$ cat config.mk
export PLATFORM = sky130hd
export DESIGN_NAME = sst_core
export DESIGN_NICKNAME = d
export VERILOG_FILES = /design/src/hw/sst_pkg.sv /design/src/hw/sst_tick_if.sv /design/src/hw/sst_div.sv /design/src/hw/sst_core.sv
export SDC_FILE = /design/constraint.sdc
export NUM_CORES = 1
export LEC_CHECK = 0
export ABC_AREA = 0
export BUFFER_PORTS_ARGS = -buffer_cell sky130_fd_sc_hd__clkbuf_2
export CAP_MARGIN = 5
export CORE_MARGIN = 4
export CORE_UTILIZATION = 49
export CTS_BUF_LIST = sky130_fd_sc_hd__clkbuf_4
export DETAILED_ROUTE_END_ITERATION = 16
export PLACE_DENSITY = 0.73
export SLEW_MARGIN = 20
export SYNTH_ARGS = -nofsm -noshare
export SYNTH_HDL_FRONTEND = slang
export SYNTH_SLANG_ARGS = --single-unit
$ cat constraint.sdc
create_clock -name core_clk -period 20.5 [get_ports core_clk]
set_input_delay 3.075 -clock core_clk [delete_from_list [all_inputs] [get_ports core_clk]]
set_output_delay 3.075 -clock core_clk [all_outputs]
set_load 0.005 [all_outputs]
$ cat src/hw/sst_pkg.sv
// Shared constants for the servo-aware sector timing block.
// Assumes one 50 MHz core clock and a plain register port.
package sst_pkg;

  // ------------------------------------------------------------
  // Register offsets
  // ------------------------------------------------------------
  localparam logic [7:0] SST_CTRL     = 8'h00;
  localparam logic [7:0] SST_SRV_INT  = 8'h04;
  localparam logic [7:0] SST_SRV_LEN  = 8'h08;
  localparam logic [7:0] SST_SRV_CNT  = 8'h0C;
  localparam logic [7:0] SST_REQ_SIZE = 8'h10;
  localparam logic [7:0] SST_SEC_SIZE = 8'h14;
  localparam logic [7:0] SST_SEC_TRK  = 8'h18;
  localparam logic [7:0] SST_TRK_LEN  = 8'h1C;
  localparam logic [7:0] SST_GAP      = 8'h20;
  localparam logic [7:0] SST_CONFIG   = 8'h24;
  localparam logic [7:0] SST_STATUS   = 8'h28;

  // ------------------------------------------------------------
  // Field positions
  // ------------------------------------------------------------
  localparam int CTRL_EN_BIT   = 0;
  localparam int CTRL_MODE_LSB = 1;
  localparam int CTRL_LHS_BIT  = 3;
  localparam int CFG_LHS_BIT   = 0;
  localparam int ST_BUSY_BIT   = 0;
  localparam int ST_FAULT_BIT  = 1;
  localparam int ST_CC_BIT     = 2;
  localparam int ST_SERVO_BIT  = 3;

  // ------------------------------------------------------------
  // Reset values
  // ------------------------------------------------------------
  localparam logic [3:0]  SST_CTRL_RST     = 4'h5;
  localparam logic [15:0] SST_SRV_INT_RST  = 16'h1388;
  localparam logic [7:0]  SST_SRV_LEN_RST  = 8'h20;
  localparam logic [3:0]  SST_SRV_CNT_RST  = 4'h4;
  localparam logic [15:0] SST_SEC_SIZE_RST = 16'h0465;
  localparam logic [19:0] SST_SEC_TRK_RST  = 20'h00010;
  localparam logic [15:0] SST_GAP_RST      = 16'h0010;

  // ------------------------------------------------------------
  // Timing
  // ------------------------------------------------------------
  localparam int SST_CLK_MHZ        = 50;
  localparam int SST_HS_SETTLE_US   = 200;
  localparam int SST_HS_SETTLE_CYC  = SST_HS_SETTLE_US * SST_CLK_MHZ;
  localparam int SST_HALF_BIT_CYC   = 2;
  localparam int SST_HALF_PER_BYTE  = 16;

  // Servo placement on the track
  typedef enum logic [1:0] {
    SST_SRV_NONE   = 2'h0,
    SST_SRV_EVERY  = 2'h1,
    SST_SRV_SPARSE = 2'h2,
    SST_SRV_CONT   = 2'h3
  } sst_srv_e;

endpackage

$ cat src/hw/sst_tick_if.sv
// Enable-in / tick-out pair between a divider and its user.
// Assumes both ends sit on core_clk.
interface sst_tick_if;
  logic en;
  logic tick;
  modport src (output en, input tick);
  modport div (input en, output tick);
endinterface

$ cat src/hw/sst_div.sv
// Clock-enable divider: one tick per N enabled cycles.
// Assumes en is a same-domain pulse or level.
module sst_div #(
  parameter int N = 2
) (
  input  wire logic clk,
  input  wire logic rst,
  sst_tick_if.div   t
);

  localparam int W = (N > 1) ? $clog2(N) : 1;
  localparam logic [W-1:0] LAST = W'(N - 1);

  logic [W-1:0] cnt_q;

  // ------------------------------------------------------------
  // Counter
  // ------------------------------------------------------------
  // Tick is combinational so the user sees it in the same cycle
  always_ff @(posedge clk or posedge rst) begin
    if (rst) begin
      cnt_q <= '0;
    end else if (t.en) begin
      cnt_q <= (cnt_q == LAST) ? '0 : cnt_q + 1'b1;
    end
  end

  assign t.tick = t.en && (cnt_q == LAST);

endmodule

$ cat src/hw/sst_core.sv
// Servo-aware sector timing: servo map, index/sector pulses,
// write guard, read clock stretch, head settle and track fit.
// Assumes head and write-gate pins are asynchronous to core_clk.
//
// The placing of the registers and strobed register access were decided locally.

// Functional notes
// [RULE1] A config bit reports long head switch due to embedded servo.
// [RULE2] With long switch, command complete stays low until new head settles.
// [RULE3] Controller waits for command complete before using the new track.
// [RULE4] No recording inside servo; gap, sector size and count enforce it.
// [RULE5] Every-sector servo: gaps report servo region; writes there refused.
// [RULE6] Controller formats so no field lands in the servo gap.
// [RULE7] Sparse servo: every servo area lies inside a sector gap.
// [RULE8] Pulses each sector length; a pulse hitting servo waits past it.
// [RULE9] Servo gap stays hidden; report small gap, track length without servo.
// [RULE10] Continuous servo: stretch read clock while servo passes.
// [RULE11] Size change: whole sectors fit between servo regions.
// [RULE12] Sector size enlarged to spread sectors evenly per interval.
// [RULE13] Controller reads back adopted size and count, never divides.
// [RULE14] Byte counter from divided clock, reloads per pulse, frozen in servo.
module sst_core
  import sst_pkg::*;
#(
  parameter int HS_SETTLE_CYC = SST_HS_SETTLE_CYC,
  parameter int HALF_BIT_CYC  = SST_HALF_BIT_CYC
) (
  input  wire logic        core_clk,
  input  wire logic        rst,
  input  wire logic [7:0]  reg_addr,
  input  wire logic [31:0] reg_wdata,
  input  wire logic        reg_wr,
  input  wire logic        reg_rd,
  output logic      [31:0] reg_rdata,
  input  wire logic [3:0]  head_sel,
  input  wire logic        write_gate,
  output logic             index_pulse,
  output logic             sector_pulse,
  output logic             read_clk,
  output logic             write_enable,
  output logic             cmd_complete
);

  localparam int SW = $clog2(HS_SETTLE_CYC + 1);
  localparam logic [SW-1:0] SETTLE_LOAD = SW'(HS_SETTLE_CYC);
  localparam logic [SW-1:0] SETTLE_ONE  = SW'(1);

  // ------------------------------------------------------------
  // Declarations
  // ------------------------------------------------------------
  logic [3:0]  ctrl_q;
  logic [15:0] srv_int_q;
  logic [7:0]  srv_len_q;
  logic [3:0]  srv_cnt_q;
  logic [15:0] gap_q;
  logic [15:0] sec_size_q;
  logic [19:0] sec_trk_q;
  logic        fault_q;
  logic [31:0] rdata_q;
  logic [16:0] per_pos_q;
  logic [3:0]  reg_idx_q;
  logic [15:0] seg_cnt_q;
  logic        index_q;
  logic        sector_q;
  logic        rclk_q;
  logic        we_q;
  logic        cc_q;
  logic [SW-1:0] settle_q;
  logic [3:0]  hs_m_q;
  logic [3:0]  hs_s_q;
  logic [3:0]  hs_prev_q;
  logic        wg_m_q;
  logic        wg_s_q;
  logic        enable;
  logic        lhs;
  sst_srv_e    mode;
  logic [19:0] trk_len;
  logic [16:0] per_len;
  logic        in_servo;
  logic        nxt_servo;
  logic        srv_next;
  logic        per_last;
  logic        trk_last;
  logic        seg_full;
  logic        hs_chg;
  logic [15:0] rep_gap;
  logic        half_tick;
  logic        byte_tick;
  logic        req_wr;

  sst_tick_if half_if ();
  sst_tick_if byte_if ();

  // ------------------------------------------------------------
  // Byte clock from the reference rate
  // ------------------------------------------------------------
  // Half-bit enable, then sixteen half bits per byte
  assign half_if.en = 1'b1;
  assign byte_if.en = half_if.tick;
  assign half_tick  = half_if.tick;
  assign byte_tick  = byte_if.tick; // [RULE14]

  sst_div #(.N(HALF_BIT_CYC)) u_half_div (
    .clk (core_clk),
    .rst (rst),
    .t   (half_if)
  );

  sst_div #(.N(SST_HALF_PER_BYTE)) u_byte_div (
    .clk (core_clk),
    .rst (rst),
    .t   (byte_if)
  );

  // ------------------------------------------------------------
  // Control decode
  // ------------------------------------------------------------
  assign enable  = ctrl_q[CTRL_EN_BIT];
  assign lhs     = ctrl_q[CTRL_LHS_BIT];
  assign mode    = sst_srv_e'(ctrl_q[CTRL_MODE_LSB +: 2]);
  assign trk_len = 20'(srv_int_q) * 20'(srv_cnt_q); // [RULE9]
  assign req_wr  = reg_wr && (reg_addr == SST_REQ_SIZE);

  // Every-sector servo shows the servo span as the gap
  assign rep_gap = (mode == SST_SRV_EVERY) ? {8'h00, srv_len_q} : gap_q; // [RULE5] [RULE9]

  // ------------------------------------------------------------
  // Pin synchronisers
  // ------------------------------------------------------------
  // Two flops; only the second stage feeds logic
  always_ff @(posedge core_clk or posedge rst) begin
    if (rst) begin
      hs_m_q <= 4'h0;
      hs_s_q <= 4'h0;
      wg_m_q <= 1'b0;
      wg_s_q <= 1'b0;
    end else begin
      hs_m_q <= head_sel;
      hs_s_q <= hs_m_q;
      wg_m_q <= write_gate;
      wg_s_q <= wg_m_q;
    end
  end

  // ------------------------------------------------------------
  // Servo map along the physical track
  // ------------------------------------------------------------
  // Each period is data first, then its servo region
  assign per_len   = (mode == SST_SRV_NONE) ? {1'b0, srv_int_q}
                   : {1'b0, srv_int_q} + {9'h000, srv_len_q};
  assign in_servo  = per_pos_q >= {1'b0, srv_int_q};
  assign per_last  = per_pos_q >= per_len - 17'h00001;
  assign trk_last  = per_last && (reg_idx_q >= srv_cnt_q - 4'h1);
  assign nxt_servo = !per_last && (per_pos_q + 17'h00001 >= {1'b0, srv_int_q});
  assign srv_next  = byte_tick ? nxt_servo : in_servo;

  // Position keeps moving even while the controller view is frozen
  always_ff @(posedge core_clk or posedge rst) begin
    if (rst) begin
      per_pos_q <= 17'h00000;
      reg_idx_q <= 4'h0;
    end else if (!enable) begin
      per_pos_q <= 17'h00000;
      reg_idx_q <= 4'h0;
    end else if (byte_tick) begin
      if (per_last) begin
        per_pos_q <= 17'h00000;
        reg_idx_q <= trk_last ? 4'h0 : reg_idx_q + 4'h1;
      end else begin
        per_pos_q <= per_pos_q + 17'h00001;
      end
    end
  end

  // ------------------------------------------------------------
  // Index and sector pulses
  // ------------------------------------------------------------
  assign seg_full = seg_cnt_q >= sec_size_q - 16'h0001;

  // A full count waits through servo so the pulse lands after it
  always_ff @(posedge core_clk or posedge rst) begin
    if (rst) begin
      seg_cnt_q <= 16'h0000;
      index_q   <= 1'b0;
      sector_q  <= 1'b0;
    end else begin
      index_q  <= 1'b0;
      sector_q <= 1'b0;
      if (!enable) begin
        seg_cnt_q <= 16'h0000;
      end else if (byte_tick && trk_last) begin
        seg_cnt_q <= 16'h0000; // [RULE8]
        index_q   <= 1'b1;
      end else if (byte_tick) begin
        if (seg_full && !nxt_servo) begin
          seg_cnt_q <= 16'h0000; // [RULE14]
          sector_q  <= 1'b1;     // [RULE7] [RULE8]
        end else if (!in_servo && !seg_full) begin
          seg_cnt_q <= seg_cnt_q + 16'h0001; // [RULE14]
        end
      end
    end
  end

  assign index_pulse  = index_q;
  assign sector_pulse = sector_q;

  // ------------------------------------------------------------
  // Read clock with servo stretch
  // ------------------------------------------------------------
  // Holding the level hides servo bytes from the controller
  always_ff @(posedge core_clk or posedge rst) begin
    if (rst) begin
      rclk_q <= 1'b0;
    end else if (half_tick && !(mode == SST_SRV_CONT && in_servo)) begin
      rclk_q <= ~rclk_q; // [RULE10]
    end
  end

  assign read_clk = rclk_q;

  // ------------------------------------------------------------
  // Write guard
  // ------------------------------------------------------------
  // Uses next-cycle servo state so the enable never overlaps servo
  always_ff @(posedge core_clk or posedge rst) begin
    if (rst) begin
      we_q <= 1'b0;
    end else begin
      we_q <= wg_s_q && enable && !srv_next; // [RULE4] [RULE5]
    end
  end

  assign write_enable = we_q;

  // ------------------------------------------------------------
  // Head switch settle
  // ------------------------------------------------------------
  assign hs_chg = hs_s_q != hs_prev_q;

  // Short-switch drives leave command complete asserted
  always_ff @(posedge core_clk or posedge rst) begin
    if (rst) begin
      hs_prev_q <= 4'h0;
      settle_q  <= '0;
      cc_q      <= 1'b1;
    end else begin
      hs_prev_q <= hs_s_q;
      if (hs_chg && lhs) begin
        cc_q     <= 1'b0; // [RULE2]
        settle_q <= SETTLE_LOAD;
      end else if (settle_q != '0) begin
        settle_q <= settle_q - SETTLE_ONE;
        if (settle_q == SETTLE_ONE) begin
          cc_q <= 1'b1; // [RULE2]
        end
      end
    end
  end

  assign cmd_complete = cc_q;

  // ------------------------------------------------------------
  // Track fit for a new unformatted sector size
  // ------------------------------------------------------------
  typedef enum logic [2:0] {
    FS_IDLE   = 3'b001,
    FS_FIT    = 3'b010,
    FS_SPREAD = 3'b100
  } sst_fit_e;

  sst_fit_e    fs_q;
  logic [19:0] rem_q;
  logic [15:0] div_q;
  logic [15:0] quo_q;
  logic [15:0] req_q;
  logic [15:0] spi_q;

  // Repeated subtraction: slow but tiny, and only runs on request
  always_ff @(posedge core_clk or posedge rst) begin
    if (rst) begin
      fs_q       <= FS_IDLE;
      rem_q      <= 20'h00000;
      div_q      <= 16'h0001;
      quo_q      <= 16'h0000;
      req_q      <= 16'h0000;
      spi_q      <= 16'h0001;
      sec_size_q <= SST_SEC_SIZE_RST;
      sec_trk_q  <= SST_SEC_TRK_RST;
    end else begin
      unique case (fs_q)
        FS_IDLE: begin
          if (req_wr) begin
            rem_q <= (mode == SST_SRV_NONE) ? trk_len : {4'h0, srv_int_q};
            div_q <= (reg_wdata[15:0] == 16'h0000) ? 16'h0001 : reg_wdata[15:0];
            req_q <= reg_wdata[15:0];
            quo_q <= 16'h0000;
            fs_q  <= FS_FIT;
          end
        end
        FS_FIT: begin
          if (rem_q >= {4'h0, div_q}) begin
            rem_q <= rem_q - {4'h0, div_q};
            quo_q <= quo_q + 16'h0001;
          end else if (mode == SST_SRV_NONE) begin
            sec_size_q <= req_q;
            sec_trk_q  <= {4'h0, quo_q};
            fs_q       <= FS_IDLE;
          end else begin
            spi_q <= (quo_q == 16'h0000) ? 16'h0001 : quo_q; // [RULE11]
            div_q <= (quo_q == 16'h0000) ? 16'h0001 : quo_q;
            rem_q <= {4'h0, srv_int_q};
            quo_q <= 16'h0000;
            fs_q  <= FS_SPREAD;
          end
        end
        FS_SPREAD: begin
          if (rem_q >= {4'h0, div_q}) begin
            rem_q <= rem_q - {4'h0, div_q};
            quo_q <= quo_q + 16'h0001;
          end else begin
            sec_size_q <= quo_q;                      // [RULE12]
            sec_trk_q  <= 20'(spi_q) * 20'(srv_cnt_q); // [RULE11]
            fs_q       <= FS_IDLE;
          end
        end
        default: fs_q <= FS_IDLE;
      endcase
    end
  end

  // ------------------------------------------------------------
  // Register writes and status
  // ------------------------------------------------------------
  always_ff @(posedge core_clk or posedge rst) begin
    if (rst) begin
      ctrl_q    <= SST_CTRL_RST;
      srv_int_q <= SST_SRV_INT_RST;
      srv_len_q <= SST_SRV_LEN_RST;
      srv_cnt_q <= SST_SRV_CNT_RST;
      gap_q     <= SST_GAP_RST;
    end else if (reg_wr) begin
      unique case (reg_addr)
        SST_CTRL:    ctrl_q    <= reg_wdata[3:0];
        SST_SRV_INT: srv_int_q <= reg_wdata[15:0];
        SST_SRV_LEN: srv_len_q <= reg_wdata[7:0];
        SST_SRV_CNT: srv_cnt_q <= reg_wdata[3:0];
        SST_GAP:     gap_q     <= reg_wdata[15:0];
        default: ;
      endcase
    end
  end

  // Set beats clear so a refusal in the clear cycle survives
  always_ff @(posedge core_clk or posedge rst) begin
    if (rst) begin
      fault_q <= 1'b0;
    end else if (wg_s_q && in_servo && enable) begin
      fault_q <= 1'b1; // [RULE5]
    end else if (reg_wr && reg_addr == SST_STATUS && reg_wdata[ST_FAULT_BIT]) begin
      fault_q <= 1'b0;
    end
  end

  // ------------------------------------------------------------
  // Register reads
  // ------------------------------------------------------------
  // Unmapped offsets read zero
  always_ff @(posedge core_clk or posedge rst) begin
    if (rst) begin
      rdata_q <= 32'h0000_0000;
    end else begin
      rdata_q <= 32'h0000_0000;
      if (reg_rd) begin
        unique case (reg_addr)
          SST_CTRL:     rdata_q <= {28'h0000000, ctrl_q};
          SST_SRV_INT:  rdata_q <= {16'h0000, srv_int_q};
          SST_SRV_LEN:  rdata_q <= {24'h000000, srv_len_q};
          SST_SRV_CNT:  rdata_q <= {28'h0000000, srv_cnt_q};
          SST_REQ_SIZE: rdata_q <= {16'h0000, req_q};
          SST_SEC_SIZE: rdata_q <= {16'h0000, sec_size_q};
          SST_SEC_TRK:  rdata_q <= {12'h000, sec_trk_q};
          SST_TRK_LEN:  rdata_q <= {12'h000, trk_len};   // [RULE9]
          SST_GAP:      rdata_q <= {rep_gap, rep_gap};   // [RULE5] [RULE9]
          SST_CONFIG:   rdata_q <= {31'h00000000, lhs};  // [RULE1]
          SST_STATUS: begin
            rdata_q[ST_BUSY_BIT]  <= fs_q != FS_IDLE;
            rdata_q[ST_FAULT_BIT] <= fault_q;
            rdata_q[ST_CC_BIT]    <= cc_q;
            rdata_q[ST_SERVO_BIT] <= in_servo;
          end
          default: ;
        endcase
      end
    end
  end

  assign reg_rdata = rdata_q;
endmodule

# [Word-level counts from Yosys, hierarchy flattened]
# Index checks and enable logic that the tools add are counted.
[word_totals] output_inout_bits=37 word_cells=194 reg_bits=279 in_bits=49
[classes] addsub=12 n_eq_ne=30 multipliers=2 n_mux=63 n_reduce_logical=47 bitwise_logic=3 n_lt_le_gt_ge=6
[ops] op="2-to-1 mux 16 bit" n=18
[ops] op="one-hot mux 28 bit (7 select lines)" n=1
[ops] op="2-to-1 mux 20 bit" n=8
[ops] op="2-to-1 mux 17 bit" n=4
[ops] op="one-hot mux 16 bit (2 select lines)" n=2
[ops] op="one-hot mux 20 bit (3 select lines)" n=1
[ops] op="one-hot mux 16 bit (3 select lines)" n=1
[ops] op="one-hot mux 4 bit (11 select lines)" n=1
[ops] op="multiplier 16 x 4 -> 20 bit" n=2
[ops] op="one-hot mux 20 bit (2 select lines)" n=1
[ops] op=">= comparator 17 x 16 -> 1 bit" n=2
[ops] op="adder 16 x 1 -> 16 bit (second input constant)" n=2
[ops] op="== test 8 x 5 -> 1 bit (second input constant)" n=4
[ops] op="logical NOT 16 bit" n=2
[ops] op="2-to-1 mux 32 bit" n=1
[ops] op="2-to-1 mux 14 bit" n=2
[ops] op="== test 8 x 6 -> 1 bit (second input constant)" n=3
[ops] op=">= comparator 20 x 16 -> 1 bit" n=1
[ops] op="2-to-1 mux 4 bit" n=5
[ops] op="subtractor 20 x 16 -> 20 bit" n=1
[ops] op="AND reduction 2 bit" n=9
[ops] op="adder 16 x 8 -> 17 bit" n=1
[ops] op="adder 17 x 1 -> 17 bit (second input constant)" n=1
[ops] op=">= comparator 17 bit" n=1
[ops] op="other kinds (36)" n=89

# [Logic depth before layout (Yosys ltp)]
# Gate-level depths: netlist (run 1).
[logic_depth] depth_word=12 depth_mapped=25 mapped_depth_nobuf=23

# [Hierarchy]
# From an unflattened synthesis (run 1), not the netlist that was laid out.
[hier_totals] cells_unflattened=2251 hier_area_um2=20479.6
[by_module_without_submodules] mod="sst_core" n_inst=1 area_per_inst_um2=20243.2 cells_per_inst=2227 seq_area_each_um2=6881.6
[by_module_without_submodules] mod="sst_div at u_byte_div" n_inst=1 area_per_inst_um2=191.4 cells_per_inst=20 seq_area_each_um2=100.1
[by_module_without_submodules] mod="sst_div at u_half_div" n_inst=1 area_per_inst_um2=45.0 cells_per_inst=4 seq_area_each_um2=25.0

# [Worst setup path before layout (run 1)]
# Ideal clock, no wire load.
[synth_path] path_kind="register to register" from="register srv_int_q[0]" to="register seg_cnt_q[9]" t_required_ns=20.436 setup_slack_ns=15.377 setup_time_ns=0.064 path_buffers=2 stages_incl_launch_ff=26 arrival_time_ns=5.059 period_less_slack_ns=5.123 cell_sequence="dfrtp_1 ha_1 inv_1 fa_1 nand2_1 o21ai_0 ha_1 nand2_1 nor2_1 nand3_2 nor3b_4 mux2_2 a32oi_1 xnor2_1 ha_1 a211oi_1 o211ai_1 a31oi_1 o31ai_1 a21oi_2 nor3_1 or4_1 clkbuf_1 buf_2 nor3_1 a21o_1"
[synth_via] elab_chain_len=12 elab_cells_between_ends=21 classes_between="2 x add/sub; 3 x order compare; 2 x eq/ne; 5 x mux; 9 x reduce/logical"
[synth_lines] item="start, declared" line="sst_core.sv:52" text="logic [15:0] srv_int_q;"
[synth_lines] item="start signal, assigned" line="sst_core.sv:345" text="SST_SRV_INT: srv_int_q <= reg_wdata[15:0];"
[synth_lines] item="adder 16 x 8 -> 17 bit" line="sst_core.sv:150" text=": {1'b0, srv_int_q} + {9'h000, srv_len_q};"
[synth_lines] item="2-to-1 mux 17 bit" line="sst_core.sv:149" text="assign per_len = (mode == SST_SRV_NONE) ? {1'b0, srv_int_q}"
[synth_lines] item="subtractor 17 x 1 -> 17 bit" line="sst_core.sv:152" text="assign per_last = per_pos_q >= per_len - 17'h00001;"
[synth_lines] item=">= comparator 17 bit" line="sst_core.sv:152"
[synth_lines] item="logical NOT 1 bit" line="sst_core.sv:154" text="assign nxt_servo = !per_last && (per_pos_q + 17'h00001 >= {1'b0, srv_int_q});"
[synth_lines] item="logical AND 1 bit" line="sst_core.sv:154"
[synth_lines] item="logical NOT 1 bit" line="sst_core.sv:195" text="if (seg_full && !nxt_servo) begin"
[synth_lines] item="logical AND 1 bit" line="sst_core.sv:195"
[synth_lines] item="2-to-1 mux 16 bit" line="sst_core.sv:195"
[synth_lines] item="2-to-1 mux 16 bit" line="sst_core.sv:194" text="end else if (byte_tick) begin"
[synth_lines] item="2-to-1 mux 16 bit" line="sst_core.sv:191" text="end else if (byte_tick && trk_last) begin"
[synth_lines] item="2-to-1 mux 16 bit" line="sst_core.sv:189" text="if (!enable) begin"
[synth_lines] item="end signal, assigned" line="sst_core.sv:199" text="seg_cnt_q <= seg_cnt_q + 16'h0001;"
[synth_lines] item="end, declared" line="sst_core.sv:62" text="logic [15:0] seg_cnt_q;"
# Several ways; a longest one is shown, not always the timed one. The select of a mux whose other input is x is not followed.
# A chain may end at the register's enable or synchronous reset.

# [Final worst setup path (run 1)]
[layout_path] from="register srv_int_q[0]" to="register seg_cnt_q[13]"
# The elaborated chain is that of the path after synthesis.

==> results.py, run 1 <==
metrics = {
    "sta": {
        "rsz0062_at_grt": "false",
        "setup_viol": 0,
        "max_freq_mhz": 160,
        "relSlewSlack": 0.223,
        "finalCriticalPeriod_ns": 6.25,
        "skew_ns": 0.0392,
        "hold_ws_ns": 0.348,
        "tightest_slew_ns": 1.15,
        "fin_tns_setup_ns": 0,
        "fin_crit_sh": 0.305,
        "fin_ws_ns": 14.25,
        "finalHoldViolCount": 0,
        "drv_slew": 0,
    },
    "pwr": {
        "total_power_mw": 1.37,
        "p_per_area_nw_per_um2": 62.4,
        "p_leak_nw": 10.8,
        "ir_worst_vdd_v": 0.0000331,
    },
    "final_layout": {
        "seqCellArea_um2": 7010,
        "fill_cells": 3663,
        "fin_area_um2": 21900,
        "area_growth_pct": 9.25,
        "drive_gt1_frac": 0.150,
        "layout.cells.non_filler": 2905,
        "nets": 2571,
        "multi_input_comb_area_um2": 12200,
        "final_core_util": 0.547,
    },
    "logic_synthesis": {
        "synth_top_family_by_area": "simple AND/OR/NAND/NOR gates",
        "synth_top_area_cell": "dfrtp_1",
        "syn-num-nets": 2514,
        "synth-simple-area-share": 0.197,
        "synthCells": 2255,
        "synth_area_leaders": "dfrtp_1 32%, ha_1 9.5%, nand2_1 6.5%, fa_1 5.8%, mux2_2 3.7%",
        "synthTopCellsByCount": "346 x nand2_1, 259 x dfrtp_1, 194 x nor2_1, 152 x ha_1, 127 x inv_1",
        "synthMuxAreaShare": 0.0427,
        "synth-xor-area-share": 0.0476,
        "synth-seq-area-share": 0.349,
        "yosysWarnings": 0,
        "avgSynthCellArea_um2": 8.90,
        "async_flop_share": 1.00,
        "ys_types": 91,
        "synthAdderAreaFrac": 0.153,
        "synth_compound_area_frac": 0.164,
        "synth_edf_count": 0,
        "synth_flop_cell": "dfrtp_1",
        "synth_top_area_frac": 0.323,
        "syn_area_um2": 20100,
        "yosysMostFrequentCell": "nand2_1",
        "ys_ff_latch": 279,
    },
    "die": {
        "die-area_um2": 44200,
        "die_x_um": 210,
        "rows": 73,
        "coreArea_um2": 40100,
        "ios": 86,
        "start_util": 0.500,
        "dieHeight_um": 210,
    },
    "global_routing": {
        "track_usage": 0.264,
        "antenna_found_initial": 1,
        "grt_pass1_vias": 17500,
        "grt_max_degree": 183,
        "grt_remaining_overflow": 0,
        "grt_pass1_wl_mm": 94.1,
    },
    "clocking": {
        "cts_hold_buf": 0,
        "cts_tree": "built",
        "clockRootBuffer": "clkbuf_4",
        "clkTransAtPathRegs_ns": 0.07,
        "cts_buffers": 79,
        "cts_sinks": 279,
        "clkLatencyLatePin_ns": 0.78,
        "cts_resized": 0,
        "post-cts-setup-buffers": 0,
        "clockBufferDepth": 3,
        "htree_levels": 3,
    },
    "placement": {
        "globalplace.congestion": 0.955,
        "io_buffers": 69,
        "post-place-ws_ns": 14.03,
        "post_dp_cell_area_um2": 20800,
        "dp_hpwl_mm": 42.9,
        "dpl.cell_count": 2756,
    },
    "job": {
        "cap_violations": 0,
    },
    "drt": {
        "drt-vias-per-instance": 6.04,
        "routed_wl_mm": 58.7,
        "ant_nets": 0,
        "drt-wirelength-per-cell_um": 20.2,
        "via_count": 17600,
        "first_pass_iters": 9,
        "drc_errors": 0,
        "drt_iter0_drc": 1706,
    },
    "setup_path": {
        "ff2ff_path_depth": 21,
        "crit_end": "seg_cnt_q[13]",
        "worstPathArrival_ns": 6.94,
        "critPathMaxFanout": 14,
        "reg2reg_setup_slack_ns": 14.25,
        "endpoint_kind": "flop",
        "reg2reg_to": "seg_cnt_q[13]",
        "cp-startpoint": "srv_int_q[0]",
        "reg2reg_from": "srv_int_q[0]",
        "cp-start-kind": "flop",
        "required_ns": 21.20,
        "critPathKind": "reg -> reg",
    },
    "min_path": {
        "hold_class": "reg -> reg",
    },
    "run_status": {
        "status": "completed",
    },
}
[metal layers]
layer / GRT usage / vias up / wire length (um)
met4: 0.120 / 0 / 2590
met2: 0.439 / 738 / 27800
met1: 0.336 / 8573 / 23500
met3: 0.0491 / 156 / 4760
li1: - / 8092 / -
met5: 0 / - / 0
[worst max-delay path, cell delays in order (launching register included)]
cell	delay [ns]
dfrtp_1	0.68
ha_1	0.30
inv_1	0.07
fa_1	0.42
nor2b_1	0.17
o31a_1	0.18
a211oi_1	0.08
a21oi_2	0.21
nor3b_1	0.41
nand4b_1	0.30
nor3_1	0.34
mux2i_1	0.27
xnor2_1	0.19
ha_1	0.29
and4_1	0.19
a21oi_1	0.16
nand2_1	0.17
a21oi_2	0.32
nor3_1	0.13
or4_1	0.76
nor4_1	0.36
a21o_1	0.12
[cell families (layout without fill, tap and decap cells)]
family | count (synthesis) | after routing
and+or+nand+nor | 846 | 846
AOI/OAI and AO/OA | 497 | 497
DFF | 279 | 279
buffers and inverters | 238 | 362
adders and majority gates | 210 | 210
xor gates and xnor gates | 109 | 109
muxes | 76 | 76
other | 0 | 1
[cell type report]
| cell class | count | share of cell area |
|---|---|---|
| sequential | 279 | 0.320 |
| inverter | 128 | 0.0223 |
| timing repair buffer | 86 | 0.0222 |
| multi-input combinational | 1738 | 0.555 |
| tap | 525 | 0.0300 |
| clock buffer | 126 | 0.0432 |
| clock inverter | 22 | 0.00788 |
| antenna | 1 | 0.000114 |
[how the worst min path moves through the flow]
stage | startpoint | end | slack, ns | depth (start not counted)
after floorplan | hs_m_q[0] | hs_s_q[0] | 0.33 | 0
after global placement | hs_m_q[3] | hs_s_q[3] | 0.33 | 0
after detailed placement | hs_m_q[2] | hs_s_q[2] | 0.33 | 0
after CTS | hs_m_q[2] | hs_s_q[2] | 0.35 | 0
after global routing | hs_m_q[1] | hs_s_q[1] | 0.36 | 0
final | hs_m_q[2] | hs_s_q[2] | 0.35 | 0
[where the power goes]
group / switching, mW / leakage [nW] / internal [mW] / total [mW]
Sequential: 0.0306 / 3.72 / 0.576 / 0.607
Clock: 0.253 / 0.674 / 0.318 / 0.571
Combinational: 0.114 / 6.39 / 0.0763 / 0.191
Total: 0.398 / 10.8 / 0.970 / 1.37
[flip-flops by register name, summed over array words and instances (netlist names), 3 cells and up]
| register | cells |
|---|---|
| gap_q | 16 |
| req_q | 16 |
| seg_cnt_q | 16 |
| reg_rdata | 32 |
| sec_trk_q | 20 |
| u_byte_div.cnt_q | 4 |
| rem_q | 20 |
| sec_size_q | 16 |
| per_pos_q | 17 |
| reg_idx_q | 4 |
| srv_len_q | 8 |
| srv_cnt_q | 4 |
| hs_prev_q | 4 |
| div_q | 16 |
| hs_s_q | 4 |
| spi_q | 16 |
| fs_q | 3 |
| hs_m_q | 4 |
| settle_q | 14 |
| quo_q | 16 |
| ctrl_q | 4 |
| srv_int_q | 16 |
[placed cells by master, fill, tap and decap left out, types with 49 or more instances in the layout]
cell      netlist  final
xnor2_1        70     70
dfrtp_1       259    259
o21ai_0        83     83
nand2_1       346    346
mux2_2         66     66
nor2_1        194    192
ha_1          152    152
a31oi_1        50     49
clkbuf_2        0     69
inv_1         127    126
a21oi_1       105    105
fa_1           58     58
nor3_1         56     55
nand3_1        53     53
clkbuf_4        0    126
No activity file was read; power rests on OpenSTA's default activity.
==> run 2, diff against run 1 <==
- PLACE_DENSITY: 0.73 -> 0.75
- clock period: 20.5 -> 5.38 ns (I/O delays scaled with it)
==> run 2 against run 1 <==
Net effect: final cell count grew 1.1%; largest power group unchanged; critical path type unchanged; via count grew 1.7%; utilization grew 0.84 points.
==> results.py, run 2 (same netlist as run 1, synthesis figures left out) <==
metrics = {
    "run_status": {
        "status": "completed",
    },
    "clocking": {
        "htree_levels": 3,
        "cts_buffers": 76,
        "cts_tree": "built",
        "cts_sinks": 279,
        "clockRootBuffer": "clkbuf_4",
        "clkTransAtPathRegs_ns": 0.07,
        "clockBufferDepth": 3,
        "clkLatencyLatePin_ns": 0.77,
        "cts_hold_buf": 0,
    },
    "final_layout": {
        "fill_cells": 3503,
        "largest_reg_flops": 32,
        "nets": 2611,
        "fin_area_um2": 22300,
        "final_core_util": 0.555,
        "layout_commonest_cell": "nand2_1",
        "area_growth_pct": 10.9,
        "drive_gt1_frac": 0.170,
        "layout.cells.non_filler": 2938,
        "final_cell_mix": "345 x nand2_1, 259 x dfrtp_1, 191 x nor2_1",
    },
    "setup_path": {
        "critPathKind": "reg -> reg",
        "endpoint_kind": "flop",
        "reg2reg_to": "seg_cnt_q[13]",
        "required_ns": 6.05,
        "cp-startpoint": "srv_int_q[1]",
        "crit_end": "seg_cnt_q[13]",
        "ff2ff_path_depth": 20,
        "reg2reg_setup_slack_ns": 0.20,
        "reg2reg_from": "srv_int_q[1]",
        "cp-start-kind": "flop",
        "critPathMaxFanout": 14,
        "worstPathArrival_ns": 5.85,
    },
    "sta": {
        "tightest_slew_ns": 1.12,
        "drv_slew": 0,
        "finalCriticalPeriod_ns": 5.18,
        "relSlewSlack": 0.247,
        "hold_ws_ns": 0.117,
        "max_freq_mhz": 193,
        "setup_viol": 0,
        "fin_crit_sh": 0.963,
        "skew_ns": 0.0526,
        "finalHoldViolCount": 0,
        "fin_tns_setup_ns": 0,
    },
    "global_routing": {
        "grt_max_degree": 164,
        "grt_pass1_wl_mm": 96.1,
        "track_usage": 0.270,
        "grt_remaining_overflow": 0,
        "grt_pass1_vias": 17900,
        "antenna_found_initial": 2,
    },
    "drt": {
        "via_count": 17900,
        "drc_errors": 0,
        "first_pass_iters": 6,
        "drt-vias-per-instance": 6.08,
        "routed_wl_mm": 60.1,
        "drt-wirelength-per-cell_um": 20.5,
        "drt_iter0_drc": 1955,
        "ant_nets": 0,
    },
    "placement": {
        "post_dp_cell_area_um2": 21100,
        "globalplace.congestion": 0.968,
        "dp_hpwl_mm": 44.0,
        "dpl.cell_count": 2792,
        "io_buffers": 69,
    },
    "die": {
        "ios": 86,
        "rows": 73,
        "coreArea_um2": 40100,
        "die_x_um": 210,
        "start_util": 0.500,
        "dieHeight_um": 210,
        "die-area_um2": 44200,
    },
    "min_path": {
        "hold_class": "in -> async",
    },
    "pwr": {
        "p_leak_nw": 11.0,
        "p_per_area_nw_per_um2": 229,
        "ir_worst_vdd_v": 0.000128,
    },
    "job": {
        "cap_violations": 0,
    },
}
[run 2: changes by cell type in the layout (fill, tap and decap cells not counted), moves of 3 or more]
cell,change
a21oi_1,-4
o21ai_0,-8
clkinv_2,-3
clkbuf_4,-5
clkinv_1,-3
diode_2,+3
buf_4,+40
o21ai_1,+6
[run 2: how the worst min path moves through the flow]
stage                     end  slack, ns  cells after the start
floorplan           hs_s_q[0]       0.33                      0
global placement    hs_s_q[3]       0.33                      0
detailed placement  hs_s_q[3]       0.34                      0
CTS                 spi_q[13]       0.08                      2
global route           wg_m_q       0.11                      1
finish              spi_q[13]       0.12                      2
[run 2: report_power, final]
part	internal, mW	switching (mW)	total, mW
clock	1.06	0.933	1.99
combinational	0.328	0.469	0.796
sequential	2.20	0.0979	2.29
[run 2: per-layer routing]
metal,up-vias,global-route usage,wire length [um]
li1,8178,-,-
met1,8618,0.345,23300
met2,860,0.428,27800
met3,205,0.0664,5980
met4,0,0.136,3060
met5,-,0,0
[run 2: area by class of cell]
class                           instances  area, um^2  share of cell area
Sequential cell                       279        7010               0.315
Clock inverter                         14        81.3             0.00366
Inverter                              128         484              0.0218
Clock buffer                          121         908              0.0408
Timing Repair Buffer                  128         817              0.0367
Multi-Input combinational cell       1739       12300               0.552
Tap cell                              525         657              0.0295
Antenna cell                            4        10.0            0.000450
[run 2: worst max-delay path, stage by stage (launching register included)]
cell,delay (ns)
dfrtp_1,0.41
ha_1,0.35
a211oi_2,0.29
o21ai_1,0.13
a31o_2,0.28
a21oi_4,0.28
mux2i_1,0.25
a32oi_1,0.13
or4b_4,0.59
mux2i_1,0.17
a31oi_1,0.11
ha_1,0.35
and4_4,0.16
a21oi_2,0.14
nand2_2,0.10
a21oi_4,0.19
nor3_4,0.09
or4_4,0.52
buf_12,0.17
nor4_2,0.25
a21o_1,0.11
[run 2: through the flow]
stage          power, mW  setup slack, ns
6_report            5.08            0.197
5_1_grt             5.36          -0.0174
4_1_cts             5.09           0.0436
3_5_place_dp        3.08           0.0202
3_3_place_gp        3.05            0.185
2_1_floorplan       2.85            0.257
[run 2: timing repair]
item	in CTS	in global routing
buffers inserted	0	6
setup endpoints to repair	1	22
gates cloned	0	1
pin swaps	0	7
resized for setup	1	36
